--- config.mk ---
export PLATFORM = sky130hd
export DESIGN_NAME = regulator_fault_hiccup_control
export DESIGN_NICKNAME = d
export VERILOG_FILES = /design/src/include/regfault_pkg.sv /design/src/logic/pin_sync.sv /design/src/logic/regulator_fault_hiccup_control.sv
export SDC_FILE = /design/constraint.sdc
export NUM_CORES = 1
export LEC_CHECK = 0
export BUFFER_PORTS_ARGS = -buffer_cell sky130_fd_sc_hd__buf_2
export CAP_MARGIN = 10
export CORE_ASPECT_RATIO = 0.9
export CORE_MARGIN = 5
export CORE_UTILIZATION = 49
export CTS_CLUSTER_SIZE = 25
export DETAILED_ROUTE_END_ITERATION = 8
export PLACE_DENSITY = 0.79
export SYNTH_ARGS = -nofsm -noshare
export SYNTH_HDL_FRONTEND = slang
export SYNTH_HIERARCHICAL = 1
export SYNTH_SLANG_ARGS = --single-unit
--- constraint.sdc ---
create_clock -name mclk_i -period 2.3 [get_ports mclk_i]
set_clock_uncertainty 0.2 [all_clocks]
set_input_delay 0.345 -clock mclk_i [delete_from_list [all_inputs] [get_ports mclk_i]]
set_output_delay 0.345 -clock mclk_i [all_outputs]
set_load 0.05 [all_outputs]
--- src/include/regfault_pkg.sv ---
package regfault_pkg;

	// ------------------------------------------------------------
	// Register map (byte addresses, one word each)
	// ------------------------------------------------------------
	localparam int ADDR_W = 4;
	localparam logic [3:0] OFS_CONTROL = 4'h0;
	localparam logic [3:0] OFS_STATUS = 4'h4;
	localparam logic [3:0] OFS_IRQ_STATUS = 4'h8;
	localparam logic [3:0] OFS_IRQ_MASK = 4'hc;

	// Control and status fields
	localparam int CTL_UV_EN_BIT = 0;
	localparam logic UV_EN_RST = 1'b1;
	localparam int STS_STATE_LSB = 0;
	localparam int STS_FLAG_BIT = 4;
	localparam int STS_CNT_LSB = 8;
	localparam int STS_HOT_BIT = 16;
	localparam int STS_GATE_BIT = 17;

	// Interrupt bits
	localparam int IRQ_W = 4;
	localparam int IRQ_OC = 0;
	localparam int IRQ_UV = 1;
	localparam int IRQ_HOT = 2;
	localparam int IRQ_RESTART = 3;
	localparam logic [3:0] IRQ_MASK_RST = 4'h0;
	localparam logic [3:0] IRQ_STATUS_RST = 4'h0;

	// ------------------------------------------------------------
	// Fault counting
	// ------------------------------------------------------------
	localparam int CNT_W = 5;
	localparam logic [4:0] OC_CNT_RST = 5'h00;
	localparam logic [4:0] OC_CNT_FIRST = 5'h01;
	localparam logic [4:0] OC_RUN_LIMIT = 5'h10;
	localparam logic [4:0] OC_FAULT_AT = 5'h0f;
	localparam logic [4:0] OC_FLAG_LIMIT = 5'h04;
	localparam int HIC_W = 3;
	localparam logic [2:0] HIC_CNT_RST = 3'h0;
	localparam logic [2:0] HICCUP_PERIODS = 3'h4;
	localparam logic [2:0] HICCUP_LAST = 3'h3;

	// ------------------------------------------------------------
	// Pin synchroniser lanes
	// ------------------------------------------------------------
	localparam int SYNC_W = 7;
	localparam int PIN_EN_N = 0;
	localparam int PIN_OC = 1;
	localparam int PIN_UV = 2;
	localparam int PIN_HOT = 3;
	localparam int PIN_COOL = 4;
	localparam int PIN_RAMP = 5;
	localparam int PIN_SSDONE = 6;
	localparam logic [6:0] SYNC_RST = 7'h01;

	typedef enum logic [2:0] {
		ST_OFF = 3'b000,
		ST_SOFTSTART = 3'b001,
		ST_RUN = 3'b010,
		ST_HICCUP = 3'b011,
		ST_HOT = 3'b100
	} state_t;

endpackage

--- src/logic/pin_sync.sv ---
module pin_sync #(
	parameter int WIDTH = 1,
	parameter logic [WIDTH-1:0] RST_VAL = '0
) (
	input wire logic clk_i, // Sampling clock
	input wire logic rst_i, // Sync reset, high
	input wire logic [WIDTH-1:0] d_i, // Asynchronous inputs
	output logic [WIDTH-1:0] q_o // Synchronised outputs
);

	logic [WIDTH-1:0] meta_r;
	logic [WIDTH-1:0] stab_r;

	// First stage feeds only the second stage
	always_ff @(posedge clk_i) begin
		if (rst_i) begin
			meta_r <= RST_VAL;
			stab_r <= RST_VAL;
		end else begin
			meta_r <= d_i;
			stab_r <= meta_r;
		end
	end

	assign q_o = stab_r;

endmodule

--- src/logic/regulator_fault_hiccup_control.sv ---
// How it works
// RULE_01: Overcurrent cuts switch until next cycle.
// RULE_02: First overcurrent: counter one, flag high.
// RULE_03: Consecutive overcurrent cycle increments counter.
// RULE_04: Sixteen consecutive overcurrents: stop, fault.
// RULE_05: Overcurrent fault waits four soft-start periods.
// RULE_06: Hiccup end clears counters, restarts soft-start.
// RULE_07: Overcurrent gone below four: flag low.
// RULE_08: Flag high, count below four, undervoltage: shutdown.
// RULE_09: Undervoltage with flag low: undervoltage fault.
// RULE_10: Undervoltage fault waits four soft-start periods.
// RULE_11: Off at 150 C until below 135.
// RULE_12: Enable pin high shuts everything down.
// RULE_13: Enable going low reruns full start-up.
// RULE_14: Counter and flag update at ramp end.
// RULE_15: Disabled: counters clear, flag low, switch off.
module regulator_fault_hiccup_control (
	input wire logic mclk_i, // 100 MHz clock
	input wire logic rst_i, // Sync reset, high
	input wire logic enable_n_i, // Enable pin, low active
	input wire logic over_current_i, // Switch current comparator
	input wire logic uv_detect_i, // Feedback_sense 14% low
	input wire logic temp_hot_i, // Junction at 150 C
	input wire logic temp_cool_i, // Junction below 135 C
	input wire logic ramp_end_i, // Oscillator ramp end
	input wire logic ss_done_i, // Soft-start period ended
	input wire logic [regfault_pkg::ADDR_W-1:0] avs_address_i, // Byte addr
	input wire logic avs_read_i, // Bus read
	input wire logic avs_write_i, // Bus write
	input wire logic [31:0] avs_writedata_i, // Write data
	input wire logic [3:0] avs_byteenable_i, // Byte lanes
	output logic [31:0] avs_readdata_o, // Read data
	output logic avs_waitrequest_o, // Bus stall
	output logic gate_en_o, // High-side gate enable
	output logic ss_request_o, // Start soft-start ramp
	output logic irq_o // Interrupt, level
);
	import regfault_pkg::*;

	// ------------------------------------------------------------
	// Pin synchronisation and edges
	// ------------------------------------------------------------
	logic [SYNC_W-1:0] pins_raw;
	logic [SYNC_W-1:0] pins_s;
	logic ramp_d_r;
	logic ss_d_r;
	logic ramp_tick;
	logic ss_tick;

	assign pins_raw = {ss_done_i, ramp_end_i, temp_cool_i, temp_hot_i,
		uv_detect_i, over_current_i, enable_n_i};

	// Reset value keeps the enable pin reading inactive
	pin_sync #(
		.WIDTH(SYNC_W),
		.RST_VAL(SYNC_RST)
	) u_sync (
		.clk_i(mclk_i),
		.rst_i(rst_i),
		.d_i(pins_raw),
		.q_o(pins_s)
	);

	always_ff @(posedge mclk_i) begin
		if (rst_i) begin
			ramp_d_r <= 1'b0;
			ss_d_r <= 1'b0;
		end else begin
			ramp_d_r <= pins_s[PIN_RAMP];
			ss_d_r <= pins_s[PIN_SSDONE];
		end
	end

	assign ramp_tick = pins_s[PIN_RAMP] & ~ramp_d_r;
	assign ss_tick = pins_s[PIN_SSDONE] & ~ss_d_r;

	// ------------------------------------------------------------
	// Declarations
	// ------------------------------------------------------------
	state_t state_r;
	state_t state_nxt;
	logic thermal_r;
	logic oc_cut_r;
	logic oc_cut_nxt;
	logic oc_flag_r;
	logic [CNT_W-1:0] oc_cnt_r;
	logic [HIC_W-1:0] hic_cnt_r;
	logic gate_en_r;
	logic ss_request_r;
	logic uv_en_r;
	logic [IRQ_W-1:0] irq_st_r;
	logic [IRQ_W-1:0] irq_mask_r;
	logic [IRQ_W-1:0] irq_set;
	logic [IRQ_W-1:0] irq_clr;
	logic irq_r;
	logic waitreq_r;
	logic [31:0] rdata_r;
	logic [31:0] rdata_nxt;
	logic active;
	logic active_nxt;
	logic cycle_oc;
	logic oc_fault_evt;
	logic uv_evt;
	logic hiccup_done;
	logic count_clr;
	logic wr_go;
	logic rd_take;

	// ------------------------------------------------------------
	// Thermal shutdown with hysteresis
	// ------------------------------------------------------------
	always_ff @(posedge mclk_i) begin
		if (rst_i)
			thermal_r <= 1'b0;
		else if (pins_s[PIN_HOT])
			thermal_r <= 1'b1; // [RULE_11]
		else if (pins_s[PIN_COOL])
			thermal_r <= 1'b0; // [RULE_11]
	end

	// ------------------------------------------------------------
	// Fault events
	// ------------------------------------------------------------
	// Switching is allowed only while soft-starting or running
	function automatic logic is_live(input state_t s);
		return (s == ST_SOFTSTART) || (s == ST_RUN);
	endfunction

	assign active = is_live(state_r);
	assign active_nxt = is_live(state_nxt);
	assign cycle_oc = oc_cut_r | pins_s[PIN_OC];
	assign oc_fault_evt = active & ramp_tick & cycle_oc &
		(oc_cnt_r == OC_FAULT_AT); // [RULE_04]
	// Blanked during soft-start: feedback is low by nature there
	assign uv_evt = (state_r == ST_RUN) & ramp_tick & pins_s[PIN_UV] &
		uv_en_r & (~oc_flag_r | (oc_cnt_r < OC_FLAG_LIMIT)); // [RULE_08] [RULE_09]
	assign hiccup_done = (state_r == ST_HICCUP) & ss_tick &
		(hic_cnt_r == HICCUP_LAST); // [RULE_05] [RULE_10]
	assign count_clr = (state_nxt == ST_OFF) || (state_nxt == ST_HOT) ||
		hiccup_done; // [RULE_06] [RULE_15]

	// ------------------------------------------------------------
	// Sequencer
	// ------------------------------------------------------------
	always_comb begin
		state_nxt = state_r;
		if (pins_s[PIN_EN_N]) begin
			state_nxt = ST_OFF; // [RULE_12]
		end else if (thermal_r) begin
			state_nxt = ST_HOT; // [RULE_11]
		end else begin
			unique case (state_r)
				ST_OFF, ST_HOT: state_nxt = ST_SOFTSTART; // [RULE_13]
				ST_SOFTSTART: begin
					if (oc_fault_evt)
						state_nxt = ST_HICCUP; // [RULE_04]
					else if (ss_tick)
						state_nxt = ST_RUN;
				end
				ST_RUN: begin
					if (oc_fault_evt || uv_evt)
						state_nxt = ST_HICCUP; // [RULE_04] [RULE_09]
				end
				ST_HICCUP: begin
					if (hiccup_done)
						state_nxt = ST_SOFTSTART; // [RULE_06]
				end
				default: state_nxt = ST_OFF;
			endcase
		end
	end

	always_ff @(posedge mclk_i) begin
		if (rst_i)
			state_r <= ST_OFF;
		else
			state_r <= state_nxt;
	end

	// Hiccup wait counts soft-start periods with the switch off
	always_ff @(posedge mclk_i) begin
		if (rst_i || state_r != ST_HICCUP)
			hic_cnt_r <= HIC_CNT_RST;
		else if (ss_tick)
			hic_cnt_r <= hic_cnt_r + 3'h1; // [RULE_05] [RULE_10]
	end

	// One ramp per soft-start and per hiccup wait period
	always_ff @(posedge mclk_i) begin
		if (rst_i)
			ss_request_r <= 1'b0;
		else
			ss_request_r <= (state_nxt == ST_SOFTSTART &&
				state_r != ST_SOFTSTART) || (state_nxt == ST_HICCUP &&
				(state_r != ST_HICCUP || ss_tick)); // [RULE_13] [RULE_06]
	end

	// ------------------------------------------------------------
	// Pulse-by-pulse cut and gate drive
	// ------------------------------------------------------------
	// Comparator latency is two clocks through the synchroniser, three to the gate
	assign oc_cut_nxt = active_nxt &
		(pins_s[PIN_OC] | (oc_cut_r & ~ramp_tick)); // [RULE_01]

	always_ff @(posedge mclk_i) begin
		if (rst_i) begin
			oc_cut_r <= 1'b0;
			gate_en_r <= 1'b0;
		end else begin
			oc_cut_r <= oc_cut_nxt;
			gate_en_r <= active_nxt & ~oc_cut_nxt; // [RULE_01] [RULE_15]
		end
	end

	// ------------------------------------------------------------
	// Consecutive overcurrent counter and condition flag
	// ------------------------------------------------------------
	always_ff @(posedge mclk_i) begin
		if (rst_i || count_clr) begin
			oc_cnt_r <= OC_CNT_RST; // [RULE_15] [RULE_06]
			oc_flag_r <= 1'b0;
		end else if (active && ramp_tick) begin // [RULE_14]
			if (cycle_oc) begin
				if (oc_cnt_r == OC_CNT_RST) begin
					oc_cnt_r <= OC_CNT_FIRST; // [RULE_02]
					oc_flag_r <= 1'b1; // [RULE_02]
				end else begin
					oc_cnt_r <= oc_cnt_r + 5'h01; // [RULE_03]
				end
			end else begin
				// A clean cycle breaks the run
				oc_cnt_r <= OC_CNT_RST;
				if (oc_cnt_r < OC_FLAG_LIMIT)
					oc_flag_r <= 1'b0; // [RULE_07]
			end
		end
	end

	// ------------------------------------------------------------
	// Avalon-MM slave: one wait state per access
	// ------------------------------------------------------------
	assign wr_go = avs_write_i & ~waitreq_r;
	assign rd_take = avs_read_i & waitreq_r;

	always_ff @(posedge mclk_i) begin
		if (rst_i)
			waitreq_r <= 1'b1;
		else
			waitreq_r <= ~((avs_read_i | avs_write_i) & waitreq_r);
	end

	always_comb begin
		rdata_nxt = 32'h0;
		unique case (avs_address_i)
			OFS_CONTROL: rdata_nxt[CTL_UV_EN_BIT] = uv_en_r;
			OFS_STATUS: begin
				rdata_nxt[STS_STATE_LSB +: 3] = state_r;
				rdata_nxt[STS_FLAG_BIT] = oc_flag_r;
				rdata_nxt[STS_CNT_LSB +: CNT_W] = oc_cnt_r;
				rdata_nxt[STS_HOT_BIT] = thermal_r;
				rdata_nxt[STS_GATE_BIT] = gate_en_r;
			end
			OFS_IRQ_STATUS: rdata_nxt[IRQ_W-1:0] = irq_st_r;
			OFS_IRQ_MASK: rdata_nxt[IRQ_W-1:0] = irq_mask_r;
			default: rdata_nxt = 32'h0;
		endcase
	end

	always_ff @(posedge mclk_i) begin
		if (rst_i)
			rdata_r <= 32'h0;
		else if (rd_take)
			rdata_r <= rdata_nxt;
	end

	always_ff @(posedge mclk_i) begin
		if (rst_i) begin
			uv_en_r <= UV_EN_RST;
			irq_mask_r <= IRQ_MASK_RST;
		end else if (wr_go && avs_byteenable_i[0]) begin
			if (avs_address_i == OFS_CONTROL)
				uv_en_r <= avs_writedata_i[CTL_UV_EN_BIT];
			if (avs_address_i == OFS_IRQ_MASK)
				irq_mask_r <= avs_writedata_i[IRQ_W-1:0];
		end
	end

	// ------------------------------------------------------------
	// Interrupts: sticky, write one to clear, set wins
	// ------------------------------------------------------------
	always_comb begin
		irq_set = '0;
		irq_set[IRQ_OC] = oc_fault_evt;
		irq_set[IRQ_UV] = uv_evt;
		irq_set[IRQ_HOT] = pins_s[PIN_HOT] & ~thermal_r;
		irq_set[IRQ_RESTART] = hiccup_done;
	end

	assign irq_clr = (wr_go && avs_byteenable_i[0] &&
		avs_address_i == OFS_IRQ_STATUS) ? avs_writedata_i[IRQ_W-1:0] : '0;

	always_ff @(posedge mclk_i) begin
		if (rst_i) begin
			irq_st_r <= IRQ_STATUS_RST;
			irq_r <= 1'b0;
		end else begin
			irq_st_r <= (irq_st_r & ~irq_clr) | irq_set;
			irq_r <= |(irq_st_r & irq_mask_r);
		end
	end

	assign avs_readdata_o = rdata_r;
	assign avs_waitrequest_o = waitreq_r;
	assign gate_en_o = gate_en_r;
	assign ss_request_o = ss_request_r;
	assign irq_o = irq_r;
endmodule

**Word-level counts from Yosys, hierarchy flattened**

Index checks and enable logic that the tools add are counted.

- Bits in registers: 55
- Input bits: 51
- Output and inout bits: 36
- Logic and storage cells: 117

- Add/subtract/negate cells: 2
- $lt $le $gt $ge: 1
- Equal/unequal tests: 16
- Muxes and demuxes: 21
- Bitwise logic cells: 34
- Reductions and logical operators: 25

Operator list:

| kind | count |
|---|---|
| 1-bit bitwise AND | 18 |
| 3-bit two-way mux | 6 |
| 3-bit by 2-bit == test with 1-bit output, second input constant | 5 |
| 5-bit two-way mux | 3 |
| 3-bit case mux with 4 select lines | 1 |
| 1-bit logical OR | 9 |
| 4-bit bitwise AND | 2 |
| 4-bit == test, second input constant | 2 |
| 1-bit inverter | 8 |
| 3-bit by 1-bit == test with 1-bit output, second input constant | 2 |
| 3-bit == test, second input constant | 2 |
| 3-bit zero test | 2 |
| 1-bit two-way mux | 6 |
| 2-bit case mux with 3 select lines | 1 |
| 5-bit by 1-bit adder with 5-bit output, second input constant | 1 |
| 5-bit by 4-bit == test with 1-bit output, second input constant | 1 |
| 1-bit logical AND | 5 |
| 5-bit zero test | 1 |
| 5-bit by 3-bit < comparator with 1-bit output, second input constant | 1 |
| 4-bit by 3-bit == test with 1-bit output, second input constant | 1 |
| 4-bit zero test | 1 |
| 4-bit two-way mux | 1 |
| 4-bit inverter | 1 |
| 1-bit bitwise OR | 4 |
| 13 further kinds | 15 |

**Logic depth before layout (Yosys ltp)**

Gate-level depths: netlist of run 1.

- Depth in word-level cells: 16
- Mapped depth: 6
- Mapped depth without buffers: 6

**Modules after synthesis**

Netlist of run 1, hierarchy kept.

By module, submodules not included:

| module | instances | cells each | area an instance (um2) | sequential area each (um2) |
|---|---|---|---|---|
| regulator_fault_hiccup_control | 1 | 224 | 2015.7 | 820.8 |
| pin_sync | 1 | 29 | 382.9 | 280.3 |

**Worst setup path after synthesis of run 1**

OpenSTA, ideal clock, no wires.

- Path type: reg-to-reg
- Start: register waitreq_r (netlist: avs_waitrequest_o)
- End: register irq_st_r[2]
- Data arrival time: 1.476 ns
- Path slack: 0.496 ns
- Cell stages (with the launch flop): 5
- Buffers on the path: 0
- Cells stage by stage: dfxtp_1 > nor4bb_1 > nand3_1 > a21oi_1 > nor2_1

- Cells in the longest elaborated chain, start to end: 8

RTL lines:

| what | RTL line | source |
|---|---|---|
| start: declaration | regulator_fault_hiccup_control.sv:96 | `logic waitreq_r;` |
| start signal: assignment | regulator_fault_hiccup_control.sv:249 | `waitreq_r <= ~((avs_read_i \| avs_write_i) & waitreq_r);` |
| 1-bit inverter | regulator_fault_hiccup_control.sv:242 | `assign wr_go = avs_write_i & ~waitreq_r;` |
| 1-bit bitwise AND | regulator_fault_hiccup_control.sv:242 |  |
| 1-bit logical AND (2 in a row) | regulator_fault_hiccup_control.sv:299 | `assign irq_clr = (wr_go && avs_byteenable_i[0] &&` |
| 4-bit two-way mux | regulator_fault_hiccup_control.sv:300 | `avs_address_i == OFS_IRQ_STATUS) ? avs_writedata_i[IRQ_W-1:0] : '0;` |
| 4-bit inverter | regulator_fault_hiccup_control.sv:307 | `irq_st_r <= (irq_st_r & ~irq_clr) \| irq_set;` |
| 4-bit bitwise AND | regulator_fault_hiccup_control.sv:307 |  |
| 4-bit bitwise OR | regulator_fault_hiccup_control.sv:307 |  |
| end signal: assignment | regulator_fault_hiccup_control.sv:307 |  |
| end: declaration | regulator_fault_hiccup_control.sv:91 | `logic [IRQ_W-1:0] irq_st_r;` |

Every way passes these cells.
A chain may end at the register's enable or synchronous reset.

**Worst setup path after layout of run 1**

- Start: register oc_cnt_r[0]
- End: register ss_request_r (netlist: ss_request_o)

- Cells in the longest elaborated chain, start to end: 11

RTL lines:

| what | RTL line | source |
|---|---|---|
| start: declaration | regulator_fault_hiccup_control.sv:86 | `logic [CNT_W-1:0] oc_cnt_r;` |
| start signal: assignment | regulator_fault_hiccup_control.sv:228 | `oc_cnt_r <= oc_cnt_r + 5'h01;` |
| 5-bit by 3-bit < comparator with 1-bit output | regulator_fault_hiccup_control.sv:136 | `uv_en_r & (~oc_flag_r \| (oc_cnt_r < OC_FLAG_LIMIT));` |
| 1-bit bitwise OR | regulator_fault_hiccup_control.sv:136 |  |
| 1-bit bitwise AND | regulator_fault_hiccup_control.sv:136 |  |
| 1-bit logical OR | regulator_fault_hiccup_control.sv:161 | `if (oc_fault_evt \|\| uv_evt)` |
| 3-bit two-way mux | regulator_fault_hiccup_control.sv:161 |  |
| 3-bit case mux with 4 select lines * | regulator_fault_hiccup_control.sv:152 | `unique case (state_r)` |
| 3-bit two-way mux * | regulator_fault_hiccup_control.sv:149 | `end else if (thermal_r) begin` |
| 3-bit two-way mux * | regulator_fault_hiccup_control.sv:147 | `if (pins_s[PIN_EN_N]) begin` |
| 3-bit by 1-bit == test with 1-bit output or 3-bit by 2-bit == test with 1-bit output (tied branches) | regulator_fault_hiccup_control.sv:193, regulator_fault_hiccup_control.sv:194 |  |
| 1-bit logical AND (on tied branches) | regulator_fault_hiccup_control.sv:193, regulator_fault_hiccup_control.sv:194 |  |
| 1-bit logical OR * | regulator_fault_hiccup_control.sv:194 | `state_r != ST_SOFTSTART) \|\| (state_nxt == ST_HICCUP &&` |
| end signal: assignment | regulator_fault_hiccup_control.sv:193 | `ss_request_r <= (state_nxt == ST_SOFTSTART &&` |
| end: declaration | regulator_fault_hiccup_control.sv:89 | `logic ss_request_r;` |

Mark *: on every way between the ends. The rest lies on a longest branch, timed or not.

==> key figures, run 1 <==
Outcome
  – Status: completed

CTS
  – Clock Pin Slew Worst Setup and Hold Paths: 0.09 ns
  – CTS tree: built
  – CTS H-tree lvls: 2
  – Hold buffers post-CTS: 0
  – Maximum root-to-sink buffer count: 2
  – Clk root buf: clkbuf_8
  – CTS buffer count: 5
  – Clock Latency Late Sink: 0.30 ns
  – Number of gates resized after cts: 0
  – Sinks on Clock Net: 55
  – Post-CTS setup buffer count: 0

Worst setup path
  – CP peak stage delay: 0.43 ns
  – CP max-delay cell: dfxtp_1
  – Worst path bufs/invs: 0
  – Crit-path cells: ha_1 > and3_1 > ha_1 > nand4b_1 > o21a_1 > a211oi_1
  – CP Class: register to register
  – Worst path most repeated cell: ha_1
  – Critical path launch point type: register
  – CP delay by family, top: compound AO/OA/AOI/OAI gates
  – Worst EP arrival: 2.02 ns
  – CP Capture Type: register
  – CP Max Fanout: 6
  – Worst reg2reg setup slack: 0.27 ns
  – Required time worst endpoint: 2.29 ns

Cells and area
  – Ant diodes: 0
  – Area grow syn2layout: 9.964%
  – Final design utilization: 54.90%
  – Finished layout cell area: 2638 sq um
  – Final Non-Filler Cells: 354
  – Area of the multi-input gates: 1131 sq um
  – Register area: 1101 sq um
  – NumNets Final: 344
  – Layout cells sized above 1: 19.03%
  – Fill cells: 454

Place
  – Placed instance count: 346
  – GPL Wtd Cong: 0.7715
  – Pre-CTS WS: 0.3493 ns
  – Post-DP Area: 2552 sq um
  – HPWL Detailed: 3385 um
  – IO buf count: 35

Drt
  – Metal-1 WL: 1948 um
  – Vias per cell: 5.192
  – Drt pass-1 iters: 5
  – Highest metal used: met4
  – DRT antenna net count: 0
  – Final WL: 4436 um
  – Metal2 WL: 2041 um
  – Total vias in the final route: 1838
  – Metal3 WL: 398 um
  – DR WL/cell: 12.53 um
  – Initial DRC Count: 85
  – Remaining DRCs: 0

Synthesis
  – Top cell type's share of synthesized area: 45.91%
  – Post-synthesis sequential area ratio: 45.91%
  – Netlist cell types: 50
  – Top FF cell, synth: dfxtp_1
  – Syn Inst Count: 253
  – Ranking of synthesized cells by area: dfxtp_1 (46%), buf_4 (6.6%), a22oi_1 (4.1%), nor2b_1 (3.9%), nor2_1 (3.6%)
  – Largest area contributor in the netlist: dfxtp_1
  – Post-synth EDFFs: 0
  – Ys async rst share: 0%
  – Most common library cells after synthesis: dfxtp_1 (55), nor2_1 (23), buf_4 (21)
  – Synth Cell Area: 2399 sq um
  – Most frequent cell after synthesis: dfxtp_1
  – Yosys reg bits: 55
  – Synthesized area per cell: 9.480 sq um
  – Yosys warning count: 6

STA
  – Worst Slack Setup Final: 0.2728 ns
  – RSZ-0062 raised after global routing: no
  – Period minus WS final: 2.027 ns
  – Fin. Hold Viols: 0
  – Max Freq: 0.4933 GHz
  – Fraction of the cycle the final worst path needs: 88.14%
  – Setup TNS Final: 0 ns
  – Max-slew violation count: 0
  – Final setup viols: 0

Power
  – VDD IR-drop max: 0.0004537 V
  – Power Internal: 1.221 mW
  – Combinational share of power: 10.0%
  – Clock Power Share: 30.6%
  – Power per Cell Area: 625.4 nW/um^2
  – Flop pwr share: 59.4%
  – Sw Share: 25.98%
  – P_leak: 1.082 nW
  – Sw power: 428.6 uW

Floorplan
  – Die area: 6396 sq um
  – Core Region: 4805 sq um
  – I/O pin count: 87
  – Die height: 76.38 um
  – Site row count: 24
  – DIE WIDTH: 83.75 um
  – Initial Utilization: 49.92%

GRT
  – Largest net degree at the start of global routing: 30
  – Congestion Overflow GR: 0
  – First-pass GRT wire length: 7659 um
  – GRT Util Overall: 14.52%
  – Initial antenna violation count: 0
  – Vias in the first global route: 1724

Job
  – Max_cap viols: 0

Worst hold path
  – HP Class: input pin to register
==> layer usage <==
layer / track usage [%] / vias up
li1: - / 913
met1: 18.52 / 860
met2: 23.53 / 58
met3: 4.757 / 7
met4: 4.019 / 0
met5: 0 / -
==> power groups by stage <==
stage | clock network (mW) | logic [mW] | registers (mW)
after detailed placement | 0 | 0.165 | 1.00
final | 0.505 | 0.165 | 0.980
after global routing | 0.562 | 0.178 | 0.983
after floorplan | 0 | 0.150 | 1.01
after CTS | 0.525 | 0.165 | 0.980
after global placement | 0 | 0.162 | 1.00
==> kinds of logic (layout without fill, tap and decap cells) <==
kind of cell | count (synthesis) | count (layout) | synth area share (%)
and+or+nand+nor | 100 | 100 | 23.53
DFF | 55 | 55 | 45.91
AOI/OAI and AO/OA | 43 | 43 | 12.57
buffers and inverters | 38 | 55 | 9.911
muxes | 9 | 9 | 4.591
adders and majority gates | 5 | 5 | 2.608
xor gates and xnor gates | 2 | 2 | 0.7304
other | 1 | 20 | 0.1563
==> layout make-up <==
cell class                 instances  share of cell area [%]
tap                               65                   3.083
sequential                        55                   41.75
inverter                           7                  0.9962
timing repair buffer              40                   8.065
multi-input combinational        179                   42.88
clock inverter                     2                  0.4744
clock buffer                       6                   2.751
==> per-stage QoR <==
stage / hold slack [ns] / power (mW)
final: 0.01662 / 1.650
after global routing: 0.002495 / 1.723
after CTS: 0.01005 / 1.670
after detailed placement: 0.2180 / 1.167
after global placement: 0.1882 / 1.163
after floorplan: 0.1832 / 1.158
==> path summary, 6_finish.rpt <==
check,startpoint,endpoint,cells after the start
setup / recovery,oc_cnt_r[0],ss_request_o,6
hold / removal,enable_n_i,u_sync/meta_r[0],2
setup reg to reg,oc_cnt_r[0],ss_request_o,6
hold reg to reg,u_sync/meta_r[0],u_sync/q_o[0],1
==> worst reg2reg max path, delay by kind of cell, from the launching register on <==
kind,cells,cell delay (ns)
adders and majority gates,2,0.35
AOI/OAI and AO/OA,2,0.53
and+or+nand+nor,2,0.39
DFF,1,0.43
==> layout by cell type (no fill, tap or decap), drive strengths merged, types with 7 or more instances in the layout <==
| cell type | n |
|---|---|
| a21oi | 15 |
| a22oi | 13 |
| buf | 40 |
| conb | 20 |
| dfxtp | 55 |
| inv | 7 |
| nand2 | 14 |
| nand3 | 11 |
| nor2 | 23 |
| nor2b | 15 |
==> flip-flops by register name, summed over array words and instances (netlist names), 3 cells and up <==
| register | flops |
|---|---|
| u_sync/meta_r | 7 |
| oc_cnt_r | 5 |
| u_sync/q_o | 7 |
| irq_st_r | 4 |
| state_r | 3 |
| irq_mask_r | 4 |
| hic_cnt_r | 3 |
| avs_readdata_o | 12 |
Note: power is estimated with default switching activity, not from simulation.
==> inputs of run 2 (changes only) <==
Settings changed: CORE_UTILIZATION 49 to 30, PLACE_DENSITY 0.79 to unset.
Clock period 2.3 ns to 2.15 ns, I/O delays scaled along.
==> run 2 against run 1 <==
  * Combinational power grew 9.7%
  * Cell count grew 11%
  * Largest cell class unchanged
  * Via count shrank 2.1%
  * Highest routed layer unchanged
  * Critical endpoint is now gate_en_o
  * First-iteration DRC count shrank 27%
  * Clock power grew 12%
  * Critical path type unchanged
  * Worst setup slack lost 0.059 ns
==> key figures, run 2 (synthesis results as in run 1) <==
Outcome
  – Status: completed

Worst setup path
  – CP Capture Type: register
  – Worst r2r dst: gate_en_o
  – Worst EP arrival: 1.96 ns (-0.06 ns)
  – CP Max Fanout: 11 (+5)
  – CP Class: register to register
  – Worst r2r src: state_r[1]
  – Critical path launch point type: register
  – Worst Reg-to-Reg Cells: 4 (-2)
  – Required time worst endpoint: 2.17 ns (-0.12 ns)
  – Worst reg2reg setup slack: 0.21 ns (-0.06 ns)

STA
  – Max Freq: 0.5165 GHz (+4.7%)
  – Period minus WS final: 1.936 ns (-0.09110 ns)
  – Fin. Hold Viols: 0 (unchanged)
  – Fraction of the cycle the final worst path needs: 90.05% (+1.9 points)
  – Max-slew violation count: 0 (unchanged)
  – Setup TNS Final: 0 ns (unchanged)
  – Final setup viols: 0 (unchanged)
  – RSZ-0062 raised after global routing: no

Drt
  – Initial DRC Count: 62 (-27%)
  – Drt pass-1 iters: 4 (-1)
  – DR WL/cell: 12.10 um (-3.4%)
  – Final WL: 4768 um (+7.5%)
  – Total vias in the final route: 1800 (-2.1%)
  – Vias per cell: 4.569 (-12%)
  – Remaining DRCs: 0 (unchanged)
  – DRT antenna net count: 0 (unchanged)

Power
  – Flop pwr share: 58.4% (-1.0 points)
  – Sw Share: 25.69% (-0.30 points)
  – P_leak: 1.122 nW (+3.7%)
  – Power per Cell Area: 656.0 nW/um^2 (+4.9%)
  – Combinational share of power: 10.1% (about the same)
  – Sw power: 461.3 uW (+7.6%)
  – Total Power: 1.796 mW (+8.9%)
  – Clock Power Share: 31.5% (+0.9 points)
  – Power Internal: 1.335 mW (+9.3%)
  – VDD IR-drop max: 0.0002369 V (-48%)

Cells and area
  – Area grow syn2layout: 14.14%
  – NumNets Final: 351 (+2.0%)
  – Largest register FFs: 12 (unchanged)
  – Layout cells sized above 1: 20.68% (+1.6 points)
  – Fill cells: 844 (+86%)
  – Area of the multi-input gates: 1131 sq um (unchanged)
  – Most frequent cells in the layout: dfxtp_1 (55), buf_2 (35), nor2_1 (23)
  – Register area: 1101 sq um (unchanged)
  – Most common cell after layout, fill and taps aside: dfxtp_1
  – Ant diodes: 0 (unchanged)

CTS
  – Clk root buf: clkbuf_8
  – Maximum root-to-sink buffer count: 2 (unchanged)
  – Number of gates resized after cts: 0 (unchanged)
  – Post-CTS setup buffer count: 0 (unchanged)
  – Hold buffers post-CTS: 1 (+1)
  – CTS H-tree lvls: 2 (unchanged)
  – CTS tree: built
  – Sinks on Clock Net: 55 (unchanged)
  – Clock Latency Late Sink: 0.30 ns (about the same)
  – Clock Pin Slew Worst Setup and Hold Paths: 0.09 ns (about the same)
  – CTS buffer count: 5 (unchanged)

Floorplan
  – Core Region: 7913 sq um (+65%)
  – Initial Utilization: 30.31% (-20 points)
  – I/O pin count: 87 (unchanged)
  – Die height: 94.83 um (+24%)
  – Die area: 9886 sq um (+55%)
  – DIE WIDTH: 104.3 um (+24%)
  – Site row count: 31 (+29%)

Job
  – Max_cap viols: 0 (unchanged)

GRT
  – GRT Util Overall: 9.706% (-4.8 points)
  – Vias in the first global route: 1668 (-3.2%)
  – Initial antenna violation count: 0 (unchanged)
  – Largest net degree at the start of global routing: 41 (+37%)
  – Congestion Overflow GR: 0 (unchanged)
  – First-pass GRT wire length: 7893 um (+3.1%)

Place
  – IO buf count: 35 (unchanged)
  – HPWL Detailed: 3641 um (+7.6%)
  – GPL Wtd Cong: 0.8237 (+6.8%)

Worst hold path
  – HP Class: input pin to register
  – Endpoint, Worst Hold: u_sync/meta_r[6]
  – Hold Startpoint: ss_done_i
  – Hold path cells: 2 (unchanged)
==> run 2: changes by cell type in the layout (fill, tap and decap cells not counted) <==
cell,change
buf_4,+6
clkbuf_1,-1
clkbuf_8,+1
clkinvlp_4,-1
dlygate4sd3_1,+1
==> run 2: area by class of cell <==
cell class                 count  share of cell area (%)
clock buffer                   6                   3.016
clock inverter                 1                  0.1828
inverter                       7                  0.9598
multi-input combinational    179                   41.32
sequential                    55                   40.22
tap                           99                   4.525
timing repair buffer          47                   9.781
==> run 2: how the worst max path moves through the flow <==
stage,startpoint,end,slack [ns],depth (start not counted)
finish,state_r[1],gate_en_o,0.21,4
global route,state_r[1],oc_flag_r,0.02,4
CTS,state_r[1],gate_en_o,0.19,4
detailed placement,state_r[1],gate_en_o,0.22,4
global placement,state_r[1],gate_en_o,0.23,4
floorplan,avs_waitrequest_o,irq_st_r[2],0.35,4
==> run 2: metrics by stage <==
| stage | area (sq um) | cells | hold slack (ns) | setup WS, ns | util [%] |
|---|---|---|---|---|---|
| global route | 2738 | 394 | 0.01815 | 0.02009 | 34.60 |
| floorplan | 2470 | 272 | 0.1832 | 0.3461 | - |
| finish | 2738 | 394 | 0.01892 | 0.2139 | 34.60 |
| CTS | 2738 | 394 | 0.006335 | 0.1917 | 34.60 |
| global placement | 2640 | 386 | 0.1898 | 0.2313 | 33.37 |
| detailed placement | 2640 | 386 | 0.1915 | 0.2228 | 33.37 |
==> run 2: power by group through the flow <==
stage,Combinational (mW),Clock (mW),Sequential (mW)
4_1_cts,0.181,0.597,1.05
5_1_grt,0.193,0.627,1.05
6_report,0.181,0.566,1.05
3_5_place_dp,0.180,0,1.07
2_1_floorplan,0.161,0,1.08
3_3_place_gp,0.179,0,1.07
==> run 2: per-layer routing <==
metal / up-vias / routed length [um] / GRT usage [%] / part of all wire (%)
met3: 5 / 347 / 3.144 / 7.3
met5: - / 0 / 0 / 0
met1: 822 / 2372 / 13.61 / 50
li1: 927 / - / - / -
met2: 46 / 2007 / 14.33 / 42
met4: 0 / 40 / 2.589 / 0.84
==> run 2: critical path, cell delays in order (launching register included) <==
cell,delay [ns]
dfxtp_1,0.43
o21a_4,0.26
or4_4,0.44
or3b_1,0.40
nor3_2,0.12
